<file path="config.mk">
export PLATFORM = sky130hd
export DESIGN_NAME = setup_enable_port_decode
export DESIGN_NICKNAME = d
export VERILOG_FILES = /design/src/setup_port_pkg.sv /design/src/io_decode_if.sv /design/src/port_decoder.sv /design/src/setup_enable_port_decode.sv /design/src/strap_capture.sv
export SDC_FILE = /design/constraint.sdc
export NUM_CORES = 1
export LEC_CHECK = 0
export ABC_AREA = 1
export BUFFER_PORTS_ARGS = -buffer_cell sky130_fd_sc_hd__buf_2
export CORE_MARGIN = 3
export CORE_UTILIZATION = 40
export DETAILED_ROUTE_END_ITERATION = 7
export PLACE_DENSITY = 0.78
export SLEW_MARGIN = 20
export SYNTH_ARGS = -nofsm -noshare
export SYNTH_HDL_FRONTEND = slang
export SYNTH_SLANG_ARGS = --single-unit
</file>
<file path="constraint.sdc">
create_clock -name ref_clk -period 1.3 [get_ports ref_clk]
set_input_delay 0 -clock ref_clk [delete_from_list [all_inputs] [get_ports ref_clk]]
set_output_delay 0 -clock ref_clk [all_outputs]
set_load 0.1 [all_outputs]
</file>
<file path="src/setup_port_pkg.sv">
// Constants for the setup, sleep and palette port decode
package setup_port_pkg;
    // ==========================================================
    // Port addresses and decode masks
    localparam logic [15:0] ROM_MAP_ADDR = 16'h46E8;
    localparam logic [15:0] ROM_MAP_MASK = 16'hCFFF;
    localparam logic [15:0] OPTION_ADDR = 16'h0102;
    localparam logic [15:0] PAL_MASK_ADDR = 16'h03C6;
    localparam logic [15:0] PAL_RD_ADDR = 16'h03C7;
    localparam logic [15:0] PAL_WR_ADDR = 16'h03C8;
    localparam logic [15:0] PAL_DATA_ADDR = 16'h03C9;
    localparam logic [15:0] MISC_OUT_ADDR = 16'h03C2;
    localparam logic [15:0] FULL_MASK = 16'hFFFF;
    // ==========================================================
    // Field positions
    localparam int ROM_SETUP_BIT = 4;
    localparam int ROM_ACCESS_BIT = 3;
    localparam int OPTION_AWAKE_BIT = 0;
    localparam int MISC_CLK_LO_BIT = 2;
    localparam int MISC_CLK_HI_BIT = 3;
    localparam int STRAP_BUS_BIT = 2;
    localparam int STRAP_CLKDIR_BIT = 3;
    // ==========================================================
    // Reset values and palette state codes
    localparam logic [7:0] OPTION_RESET = 8'h01;
    localparam logic [1:0] PAL_STATE_RESET = 2'h0;
    localparam logic [1:0] PAL_STATE_READ = 2'h3;
    localparam logic [1:0] PAL_STATE_WRITE = 2'h0;
    localparam logic [5:0] PAL_STATE_RSVD = 6'h00;
    // ==========================================================
    // Dot clock multiplexer selections
    typedef enum logic [1:0] {
        DOT_PRIMARY = 2'h0,
        DOT_ALT_A = 2'h1,
        DOT_ALT_B = 2'h2
    } dot_sel_t;
endpackage

</file>
<file path="src/io_decode_if.sv">
// Address hits passed from the decoder to the port core
`timescale 1ns/10ps
`default_nettype none
interface io_decode_if;
    logic hit_rom_map;
    logic hit_option;
    logic hit_pal;
    logic hit_pal_rd_addr;
    logic hit_pal_wr_addr;
    logic hit_misc;
    modport decoder (output hit_rom_map, hit_option, hit_pal, hit_pal_rd_addr,
        hit_pal_wr_addr, hit_misc);
    modport core (input hit_rom_map, hit_option, hit_pal, hit_pal_rd_addr,
        hit_pal_wr_addr, hit_misc);
endinterface
`default_nettype wire

</file>
<file path="src/port_decoder.sv">
// Host I/O address decoder
`timescale 1ns/10ps
`default_nettype none
module port_decoder
    import setup_port_pkg::*;
(
    // Host address
    input wire logic [15:0] io_addr,
    // Decoded hits
    io_decode_if.decoder hits
);
    function automatic logic addr_match(input logic [15:0] a, input logic [15:0] base,
        input logic [15:0] mask);
        addr_match = ((a & mask) == (base & mask));
    endfunction

    assign hits.hit_rom_map = addr_match(io_addr, ROM_MAP_ADDR, ROM_MAP_MASK);
    assign hits.hit_option = addr_match(io_addr, OPTION_ADDR, FULL_MASK);
    assign hits.hit_pal_rd_addr = addr_match(io_addr, PAL_RD_ADDR, FULL_MASK);
    assign hits.hit_pal_wr_addr = addr_match(io_addr, PAL_WR_ADDR, FULL_MASK);
    assign hits.hit_misc = addr_match(io_addr, MISC_OUT_ADDR, FULL_MASK);
    assign hits.hit_pal = addr_match(io_addr, PAL_MASK_ADDR, FULL_MASK)
        | hits.hit_pal_rd_addr | hits.hit_pal_wr_addr
        | addr_match(io_addr, PAL_DATA_ADDR, FULL_MASK);
endmodule
`default_nettype wire

</file>
<file path="src/setup_enable_port_decode.sv">
// Setup, sleep, palette strobe and clock pin control for the display controller
// How it works
// Write-only ROM-mapping port at ROM_MAP_SETUP_CONTROL, pc_bus
// Partial decode: 56E8H, 66E8H, 76E8H alias it
// Layout: D4 setup, D3 enable, D2:D0 page
// Only bits 4 and 3 held inside
// ROM select strobe pulses on port write
// External logic latches page bits as ROM address
// No ROM mapping in channel_bus mode
// Option port OPTION_SELECT_SLEEP; bit0 one means functional
// Asleep: only setup cycles, no interrupts
// Host sets setup bit before accessing OPTION_SELECT_SLEEP
// Channel_bus: card setup select low means setup
// Palette strobes for ports 3C6H to 3C9H
// 3C8H write address, PALETTE_ACCESS_STATE read address, 3C6H mask
// Read of PALETTE_ACCESS_STATE returns palette access state
// Host moves entries as three data bytes
// Straps latched from memory data pins 2, 3
// Bus straps hidden; bits 4-7 readable status
// Bus strap low channel_bus, high pc_bus
// Clock strap selects alt clock pin direction
// Alt clock A pulses low on 3C2 write
// Alt clock B is third clock select
// Subsystem enable port 3C3H lives outside
// Alt clock B driven from control bit 1
// Outputs mode forces primary dot clock
// Setup bits clear on reset; sleep bit defined
`timescale 1ns/10ps
`default_nettype none
module setup_enable_port_decode
    import setup_port_pkg::*;
(
    // Clock and reset
    input wire logic ref_clk,
    input wire logic nrst,
    // Host I/O cycle
    input wire logic [15:0] io_addr,
    input wire logic [7:0] io_wdata,
    input wire logic io_rd,
    input wire logic io_wr,
    output logic [7:0] io_rdata,
    output logic io_rdata_valid,
    // Setup select and interrupt
    input wire logic card_setup_select_n,
    input wire logic irq_request,
    output logic irq_out,
    // Straps
    input wire logic [7:0] memory_data_pins,
    output logic [3:0] general_status_bits,
    // Strobes to external logic
    output logic rom_select_strobe_n,
    output logic palette_write_strobe_n,
    output logic palette_read_strobe_n,
    // Device state
    output logic setup_active,
    output logic access_enable,
    output logic device_awake,
    // Alternate clock pins
    input wire logic second_extended_control_b1,
    input wire logic alt_clock_a_in,
    output logic alt_clock_a_out,
    output logic alt_clock_a_oe,
    input wire logic alt_clock_b_in,
    output logic alt_clock_b_out,
    output logic alt_clock_b_oe,
    output logic [1:0] dot_clock_select
);
    // ==========================================================
    // Decode and straps
    io_decode_if hits ();
    logic bus_is_pc;
    logic clk_pins_out;

    port_decoder u_decoder (
        .io_addr(io_addr),
        .hits(hits)
    );

    strap_capture u_straps (
        .ref_clk(ref_clk),
        .nrst(nrst),
        .memory_data_pins(memory_data_pins),
        .bus_is_pc(bus_is_pc),
        .clk_pins_out(clk_pins_out),
        .status_bits(general_status_bits)
    );

    // ==========================================================
    // Internal state
    logic setup_reg;
    logic access_reg;
    logic [7:0] option_reg;
    logic [1:0] pal_state_reg;
    logic [1:0] clk_sel_reg;
    logic setup_mode;
    logic normal_ok;
    logic rom_wr;

    // Setup mode source depends on the bus strap
    assign setup_mode = bus_is_pc ? setup_reg : ~card_setup_select_n;
    // Normal cycles need the awake bit and, on pc_bus, the access enable
    assign normal_ok = option_reg[OPTION_AWAKE_BIT]
        && (bus_is_pc ? access_reg : 1'b1);
    assign rom_wr = io_wr && hits.hit_rom_map && bus_is_pc;

    // ==========================================================
    // ROM-mapping port: only setup and access bits kept
    always_ff @(posedge ref_clk) begin
        if (!nrst) begin
            setup_reg <= 1'b0;
            access_reg <= 1'b0;
        end else if (rom_wr) begin
            setup_reg <= io_wdata[ROM_SETUP_BIT];
            access_reg <= io_wdata[ROM_ACCESS_BIT];
        end
    end

    // Write strobe so outside logic can take page bits
    always_ff @(posedge ref_clk) begin
        if (!nrst) begin
            rom_select_strobe_n <= 1'b1;
        end else begin
            rom_select_strobe_n <= ~rom_wr;
        end
    end

    // ==========================================================
    // Option-select port, reachable only in setup mode
    always_ff @(posedge ref_clk) begin
        if (!nrst) begin
            option_reg <= OPTION_RESET;
        end else if (io_wr && hits.hit_option && setup_mode) begin
            option_reg <= io_wdata;
        end
    end

    // ==========================================================
    // Palette access state and strobes
    always_ff @(posedge ref_clk) begin
        if (!nrst) begin
            pal_state_reg <= PAL_STATE_RESET;
        end else if (io_wr && normal_ok && hits.hit_pal_rd_addr) begin
            pal_state_reg <= PAL_STATE_READ;
        end else if (io_wr && normal_ok && hits.hit_pal_wr_addr) begin
            pal_state_reg <= PAL_STATE_WRITE;
        end
    end

    always_ff @(posedge ref_clk) begin
        if (!nrst) begin
            palette_write_strobe_n <= 1'b1;
            palette_read_strobe_n <= 1'b1;
        end else begin
            palette_write_strobe_n <= ~(io_wr && normal_ok && hits.hit_pal);
            palette_read_strobe_n <= ~(io_rd && normal_ok && hits.hit_pal
                && !hits.hit_pal_rd_addr);
        end
    end

    // ==========================================================
    // Internal read answers
    always_ff @(posedge ref_clk) begin
        if (!nrst) begin
            io_rdata <= 8'h00;
            io_rdata_valid <= 1'b0;
        end else if (io_rd && hits.hit_option && setup_mode) begin
            io_rdata <= option_reg;
            io_rdata_valid <= 1'b1;
        end else if (io_rd && hits.hit_pal_rd_addr && normal_ok) begin
            io_rdata <= {PAL_STATE_RSVD, pal_state_reg};
            io_rdata_valid <= 1'b1;
        end else begin
            io_rdata <= 8'h00;
            io_rdata_valid <= 1'b0;
        end
    end

    // ==========================================================
    // Status outputs and interrupt gating
    always_ff @(posedge ref_clk) begin
        if (!nrst) begin
            setup_active <= 1'b0;
            access_enable <= 1'b0;
            device_awake <= 1'b0;
            irq_out <= 1'b0;
        end else begin
            setup_active <= setup_mode;
            access_enable <= access_reg;
            device_awake <= option_reg[OPTION_AWAKE_BIT];
            irq_out <= irq_request && option_reg[OPTION_AWAKE_BIT];
        end
    end

    // ==========================================================
    // Clock pins and dot clock selection
    always_ff @(posedge ref_clk) begin
        if (!nrst) begin
            clk_sel_reg <= 2'h0;
        end else if (io_wr && normal_ok && hits.hit_misc) begin
            clk_sel_reg <= io_wdata[MISC_CLK_HI_BIT:MISC_CLK_LO_BIT];
        end
    end

    always_ff @(posedge ref_clk) begin
        if (!nrst) begin
            alt_clock_a_out <= 1'b1;
            alt_clock_b_out <= 1'b0;
            alt_clock_a_oe <= 1'b0;
            alt_clock_b_oe <= 1'b0;
        end else begin
            alt_clock_a_out <= ~(io_wr && normal_ok && hits.hit_misc);
            alt_clock_b_out <= second_extended_control_b1;
            alt_clock_a_oe <= clk_pins_out;
            alt_clock_b_oe <= clk_pins_out;
        end
    end

    always_ff @(posedge ref_clk) begin
        if (!nrst) begin
            dot_clock_select <= DOT_PRIMARY;
        end else if (clk_pins_out) begin
            dot_clock_select <= DOT_PRIMARY;
        end else if (clk_sel_reg[1]) begin
            dot_clock_select <= DOT_ALT_B;
        end else if (clk_sel_reg[0]) begin
            dot_clock_select <= DOT_ALT_A;
        end else begin
            dot_clock_select <= DOT_PRIMARY;
        end
    end

    // ==========================================================
    // Assertions
    chk_rom_strobe_pulse: assert property (@(posedge ref_clk) disable iff (!nrst)
        (io_wr && hits.hit_rom_map && bus_is_pc) |=> !rom_select_strobe_n)
        else $error("ROM select strobe missing after mapping port write");
    chk_rom_channel_idle: assert property (@(posedge ref_clk) disable iff (!nrst)
        (!bus_is_pc && $stable(bus_is_pc)) |=> rom_select_strobe_n)
        else $error("ROM select strobe in channel bus mode");
    chk_setup_bit_load: assert property (@(posedge ref_clk) disable iff (!nrst)
        rom_wr |=> (setup_reg == $past(io_wdata[4]) && access_reg == $past(io_wdata[3])))
        else $error("Mapping port bits not captured");
    chk_option_gate: assert property (@(posedge ref_clk) disable iff (!nrst)
        (io_wr && hits.hit_option && !setup_mode) |=> $stable(option_reg))
        else $error("Option port written outside setup mode");
    chk_sleep_quiet: assert property (@(posedge ref_clk) disable iff (!nrst)
        (!option_reg[0] && $stable(option_reg)) |=> (palette_write_strobe_n
        && palette_read_strobe_n && !irq_out))
        else $error("Activity while asleep");
    chk_channel_setup: assert property (@(posedge ref_clk) disable iff (!nrst)
        (!bus_is_pc && !card_setup_select_n) |=> setup_active)
        else $error("Setup select low did not give setup mode");
    chk_pal_state_read: assert property (@(posedge ref_clk) disable iff (!nrst)
        (io_rd && hits.hit_pal_rd_addr && normal_ok) |=> (io_rdata_valid
        && io_rdata[7:2] == 6'h00 && palette_read_strobe_n))
        else $error("Palette state read answered wrongly");
    chk_pal_state_seq: assert property (@(posedge ref_clk) disable iff (!nrst)
        (io_wr && normal_ok && hits.hit_pal_rd_addr) |=> (pal_state_reg == 2'h3))
        else $error("Palette state not set to read");
    chk_load_pulse: assert property (@(posedge ref_clk) disable iff (!nrst)
        (io_wr && normal_ok && hits.hit_misc) |=> !alt_clock_a_out ##1 alt_clock_a_out
        || (io_wr && normal_ok && hits.hit_misc))
        else $error("Load pulse shape wrong");
    chk_clk_b_level: assert property (@(posedge ref_clk) disable iff (!nrst)
        1'b1 |=> (alt_clock_b_out == $past(second_extended_control_b1)))
        else $error("Alt clock B level does not follow control bit");
    chk_mux_forced: assert property (@(posedge ref_clk) disable iff (!nrst)
        (clk_pins_out && $stable(clk_pins_out)) |=> (dot_clock_select == DOT_PRIMARY))
        else $error("Dot clock not forced to primary");
    chk_reset_clear: assert property (@(posedge ref_clk)
        !nrst |=> (!setup_reg && !access_reg && option_reg == OPTION_RESET))
        else $error("Reset values wrong");

    // ==========================================================
    // Strobe, read, strap, interrupt and dot clock checks
    chk_pal_write_strobe: assert property (@(posedge ref_clk) disable iff (!nrst)
        (io_wr && normal_ok && hits.hit_pal) |=> !palette_write_strobe_n)
        else $error("Palette write strobe missing");
    chk_pal_read_strobe: assert property (@(posedge ref_clk) disable iff (!nrst)
        (io_rd && normal_ok && hits.hit_pal && !hits.hit_pal_rd_addr)
        |=> !palette_read_strobe_n)
        else $error("Palette read strobe missing");
    chk_option_read: assert property (@(posedge ref_clk) disable iff (!nrst)
        (io_rd && hits.hit_option && setup_mode)
        |=> (io_rdata_valid && io_rdata == $past(option_reg)))
        else $error("Option port read answered wrongly");
    chk_straps_frozen: assert property (@(posedge ref_clk) disable iff (!nrst)
        1'b1 |=> ($stable(bus_is_pc) && $stable(clk_pins_out)))
        else $error("Straps changed outside reset");
    chk_irq_gate: assert property (@(posedge ref_clk) disable iff (!nrst)
        (irq_request && option_reg[OPTION_AWAKE_BIT]) |=> irq_out)
        else $error("Interrupt lost while awake");
    chk_dot_alt_a: assert property (@(posedge ref_clk) disable iff (!nrst)
        (!clk_pins_out && clk_sel_reg == 2'h1) |=> (dot_clock_select == DOT_ALT_A))
        else $error("Dot clock not set to alternate A");

    cov_pc_setup_wake: cover property (@(posedge ref_clk) disable iff (!nrst)
        rom_wr ##[1:20] (io_wr && hits.hit_option && setup_mode));
    cov_pal_read_seq: cover property (@(posedge ref_clk) disable iff (!nrst)
        (io_wr && hits.hit_pal_rd_addr && normal_ok) ##[1:20]
        (io_rd && hits.hit_pal_rd_addr && normal_ok));
    cov_load_pulse: cover property (@(posedge ref_clk) disable iff (!nrst)
        !alt_clock_a_out && alt_clock_a_oe);
    cov_channel_setup: cover property (@(posedge ref_clk) disable iff (!nrst)
        !bus_is_pc && setup_active);
endmodule
`default_nettype wire

</file>
<file path="src/strap_capture.sv">
// Power-on strap capture from the memory data pins
`timescale 1ns/10ps
`default_nettype none
module strap_capture
    import setup_port_pkg::*;
(
    // Clock and reset
    input wire logic ref_clk,
    input wire logic nrst,
    // Strap pins
    input wire logic [7:0] memory_data_pins,
    // Latched straps
    output logic bus_is_pc,
    output logic clk_pins_out,
    output logic [3:0] status_bits
);
    // Pins are followed while reset is held; the last value before release stays
    always_ff @(posedge ref_clk) begin
        if (!nrst) begin
            bus_is_pc <= memory_data_pins[STRAP_BUS_BIT];
            clk_pins_out <= memory_data_pins[STRAP_CLKDIR_BIT];
            status_bits <= ~memory_data_pins[7:4];
        end
    end
endmodule
`default_nettype wire
</file>
==> impl_metrics.env <==
export IMPL_nFillCells=342
export IMPL_dr_pass1_iters=4
export IMPL_syn_avg_cell_area_um2=7.906
export IMPL_crit_type="flop to flop"
export IMPL_ant_nets=0
export IMPL_globalRoute_totalOverflow=0
export IMPL_fmax_ghz=0.7802
export IMPL_tightest_slew_ns=0.4974
export IMPL_busiest_layer="met2"
export IMPL_final_nets=334
export IMPL_vdd_drop_max_mv=0.7132
export IMPL_synth_cell_type_count=23
export IMPL_final_layout_size_suffix_gt1_frac=0.3469
export IMPL_synth_nets=242
export IMPL_via_count=1497
export IMPL_r2r_cells=7
export IMPL_relSlewSlack=0.6707
export IMPL_netlist_area_um2=1589
export IMPL_status="finished clean"
export IMPL_die_x_um=69.03
export IMPL_num_antenna_cells=0
export IMPL_power_density_nw_per_um2=1083
export IMPL_netlist_instances=201
export IMPL_worstHoldStart="io_wdata[3]"
export IMPL_clock_path_buffers=2
export IMPL_initial_core_util=0.4245
export IMPL_drcViolationCount=0
export IMPL_pre_cts_slack_ns=0.03796
export IMPL_grt_usage=0.1466
export IMPL_synth_warnings=0
export IMPL_hold_viol=0
export IMPL_die_y_um=69.03
export IMPL_period_share=0.9859
export IMPL_ys_seq_elements=40
export IMPL_cts_max_level=2
export IMPL_final_cell_area_um2=2321
export IMPL_cts_tree="built"
export IMPL_hp_class="primary input to flop"
export IMPL_core_area_um2=3744
export IMPL_drv_slew=0
export IMPL_io_buffers=62
export IMPL_grt_pass1_vias=1372
export IMPL_clk_pin_slew_ns=0.07
export IMPL_finalSetupViolCount=0
export IMPL_r2r_setup_slack_ns=0.02
export IMPL_hpwl_um=2452
export IMPL_antenna_found_initial=0
export IMPL_ys_seq_area_frac=0.5417
export IMPL_cts_made_buffers=5
export IMPL_setup_slack_ns=0.01831
export IMPL_place_gp_congestion=0.8355
export IMPL_rows=22
export IMPL_drv_cap=0
export IMPL_vias_per_cell=4.377
export IMPL_grt_pass1_wl_um=5782
export IMPL_detail_route_wl_per_cell_um=10.82
export IMPL_fin_worst_skew_ns=0.002270
export IMPL_cp_end_kind="flop"
export IMPL_cts_root_buf="clkbuf_8"
export IMPL_holdPathEnd="clk_sel_reg[1]"
export IMPL_finalCriticalPeriod_ns=1.282
export IMPL_grtUsageMet3=0.04665
export IMPL_holdPathStages=3
export IMPL_gr_usage_met2=0.2320
export IMPL_place_area_um2=1953
export IMPL_dieArea_um2=4765
export IMPL_cp_start_kind="flop"
export IMPL_crit_fanout=8
export IMPL_clkLatencyLatePin_ns=0.28
export IMPL_area_delta_synth_final_pct=46.06
export IMPL_arrival_ns=1.51
export IMPL_grt_max_degree=17
export IMPL_grt_use_met1=0.1876
export IMPL_p_leak_nw=1.214
export IMPL_required_ns=1.53
export IMPL_rsz0062_at_grt="true"
export IMPL_rr_startpoint="u_straps.bus_is_pc"
export IMPL_dr_first_iter_drc_count=84
export IMPL_r2r_end="option_reg[7]"
export IMPL_clock_sinks=40
export IMPL_ios=67
export IMPL_setup_tns_ns=0
export IMPL_wl_um=3699
==> per-stage QoR <==
step                total power, mW  hold slack, ns  std cells  utilization
finish                        2.513        0.004617        342       0.6200
global route                  2.613         0.04019        342       0.6200
CTS                           2.516        0.003308        335       0.5919
detailed placement            1.637          0.1861        310       0.5217
global placement              1.632          0.1768        310       0.5217
floorplan                     1.539         0.09763        201            -
==> layer usage <==
layer,wire [um],share of wire,vias to the layer above
met5,0,0,-
met4,51,0.014,0
met3,240,0.065,7
met2,1765,0.48,47
met1,1643,0.44,652
li1,-,-,791
==> critical path, cell delays in order (launching register included) <==
cell	delay, ns
edfxtp_1	0.44
nand2_1	0.12
nand2_2	0.08
nor2_4	0.20
nand3_4	0.15
nand2_2	0.10
nand2_2	0.05
nor2_2	0.09
==> power by group <==
| part | switching [mW] | internal [mW] |
|---|---|---|
| combinational | 0.260 | 0.119 |
| clock | 0.413 | 0.432 |
| sequential | 0.00796 | 1.28 |
==> cells in the mapped netlist <==
master,n,share of area
nand2_2,4,0.016
nor2_8,1,0.013
nor2_4,1,0.0071
a21oi_1,1,0.0031
inv_1,32,0.076
o21ai_0,3,0.0094
nand3_4,1,0.011
edfxtp_1,6,0.11
nand3_1,10,0.031
nor3_1,2,0.0063
buf_4,2,0.0094
nand3b_1,2,0.0094
clkbuf_1,1,0.0024
nand2b_1,1,0.0039
inv_2,1,0.0024
nand3_2,1,0.0063
nor2_2,3,0.012
buf_6,1,0.0071
nor2_1,46,0.11
or2_2,1,0.0039
nand4_1,6,0.024
dfxtp_1,34,0.43
nand2_1,41,0.097
==> cells by family after synthesis <==
family / after synthesis / share of synthesized area
AOI/OAI and AO/OA: 4 / 0.01259
buffers and inverters: 37 / 0.09685
and+or+nand+nor: 120 / 0.3488
DFF: 40 / 0.5417
==> worst max path at each step <==
stage | startpoint | end | slack, ns | cells past startpoint
final | u_straps.bus_is_pc | option_reg[7] | 0.02 | 7
after floorplan | u_straps.bus_is_pc | option_reg[1] | 0.11 | 7
after CTS | io_addr[15] | io_rdata[1] | 0.02 | 9
after detailed placement | u_straps.bus_is_pc | option_reg[4] | 0.04 | 6
after global routing | u_straps.bus_is_pc | option_reg[7] | -0.09 | 7
after global placement | u_straps.bus_is_pc | clk_sel_reg[1] | 0.07 | 6
==> cell usage in the layout, fill, tap and decap left out, drive strengths merged <==
| master | Yosys | layout |
|---|---|---|
| nor2 | 51 | 51 |
| o21ai | 3 | 3 |
| a21oi | 1 | 1 |
| nand2 | 45 | 45 |
| nor3 | 2 | 2 |
| nand2b | 1 | 1 |
| nand3b | 2 | 2 |
| edfxtp | 6 | 6 |
| dlygate4sd3 | 0 | 16 |
| nand4 | 6 | 6 |
| inv | 33 | 34 |
| or2 | 1 | 1 |
| buf | 3 | 71 |
| clkbuf | 1 | 7 |
| dfxtp | 34 | 34 |
| nand3 | 12 | 13 |
| dlymetal6s4s | 0 | 1 |
==> timing repair <==
action | CTS | global route
gates resized for setup | 0 | 13
buffers inserted | 0 | 7
endpoints found under the hold margin | 19 | 0
endpoints found under the setup margin | 0 | 23
hold buffers | 17 | 0
==> final cells by class <==
| type | count | area, um^2 | area share |
|---|---|---|---|
| flip-flops and latches | 40 | 862.1 | 0.3714 |
| multi-input cells | 125 | 629.4 | 0.2712 |
| repair buffers | 88 | 553.0 | 0.2383 |
| inverters | 33 | 123.9 | 0.05337 |
| clock buffers | 7 | 86.33 | 0.03720 |
| well taps | 48 | 60.06 | 0.02588 |
| clock inverters | 1 | 6.256 | 0.002695 |
(Power assumes the default switching activity.)
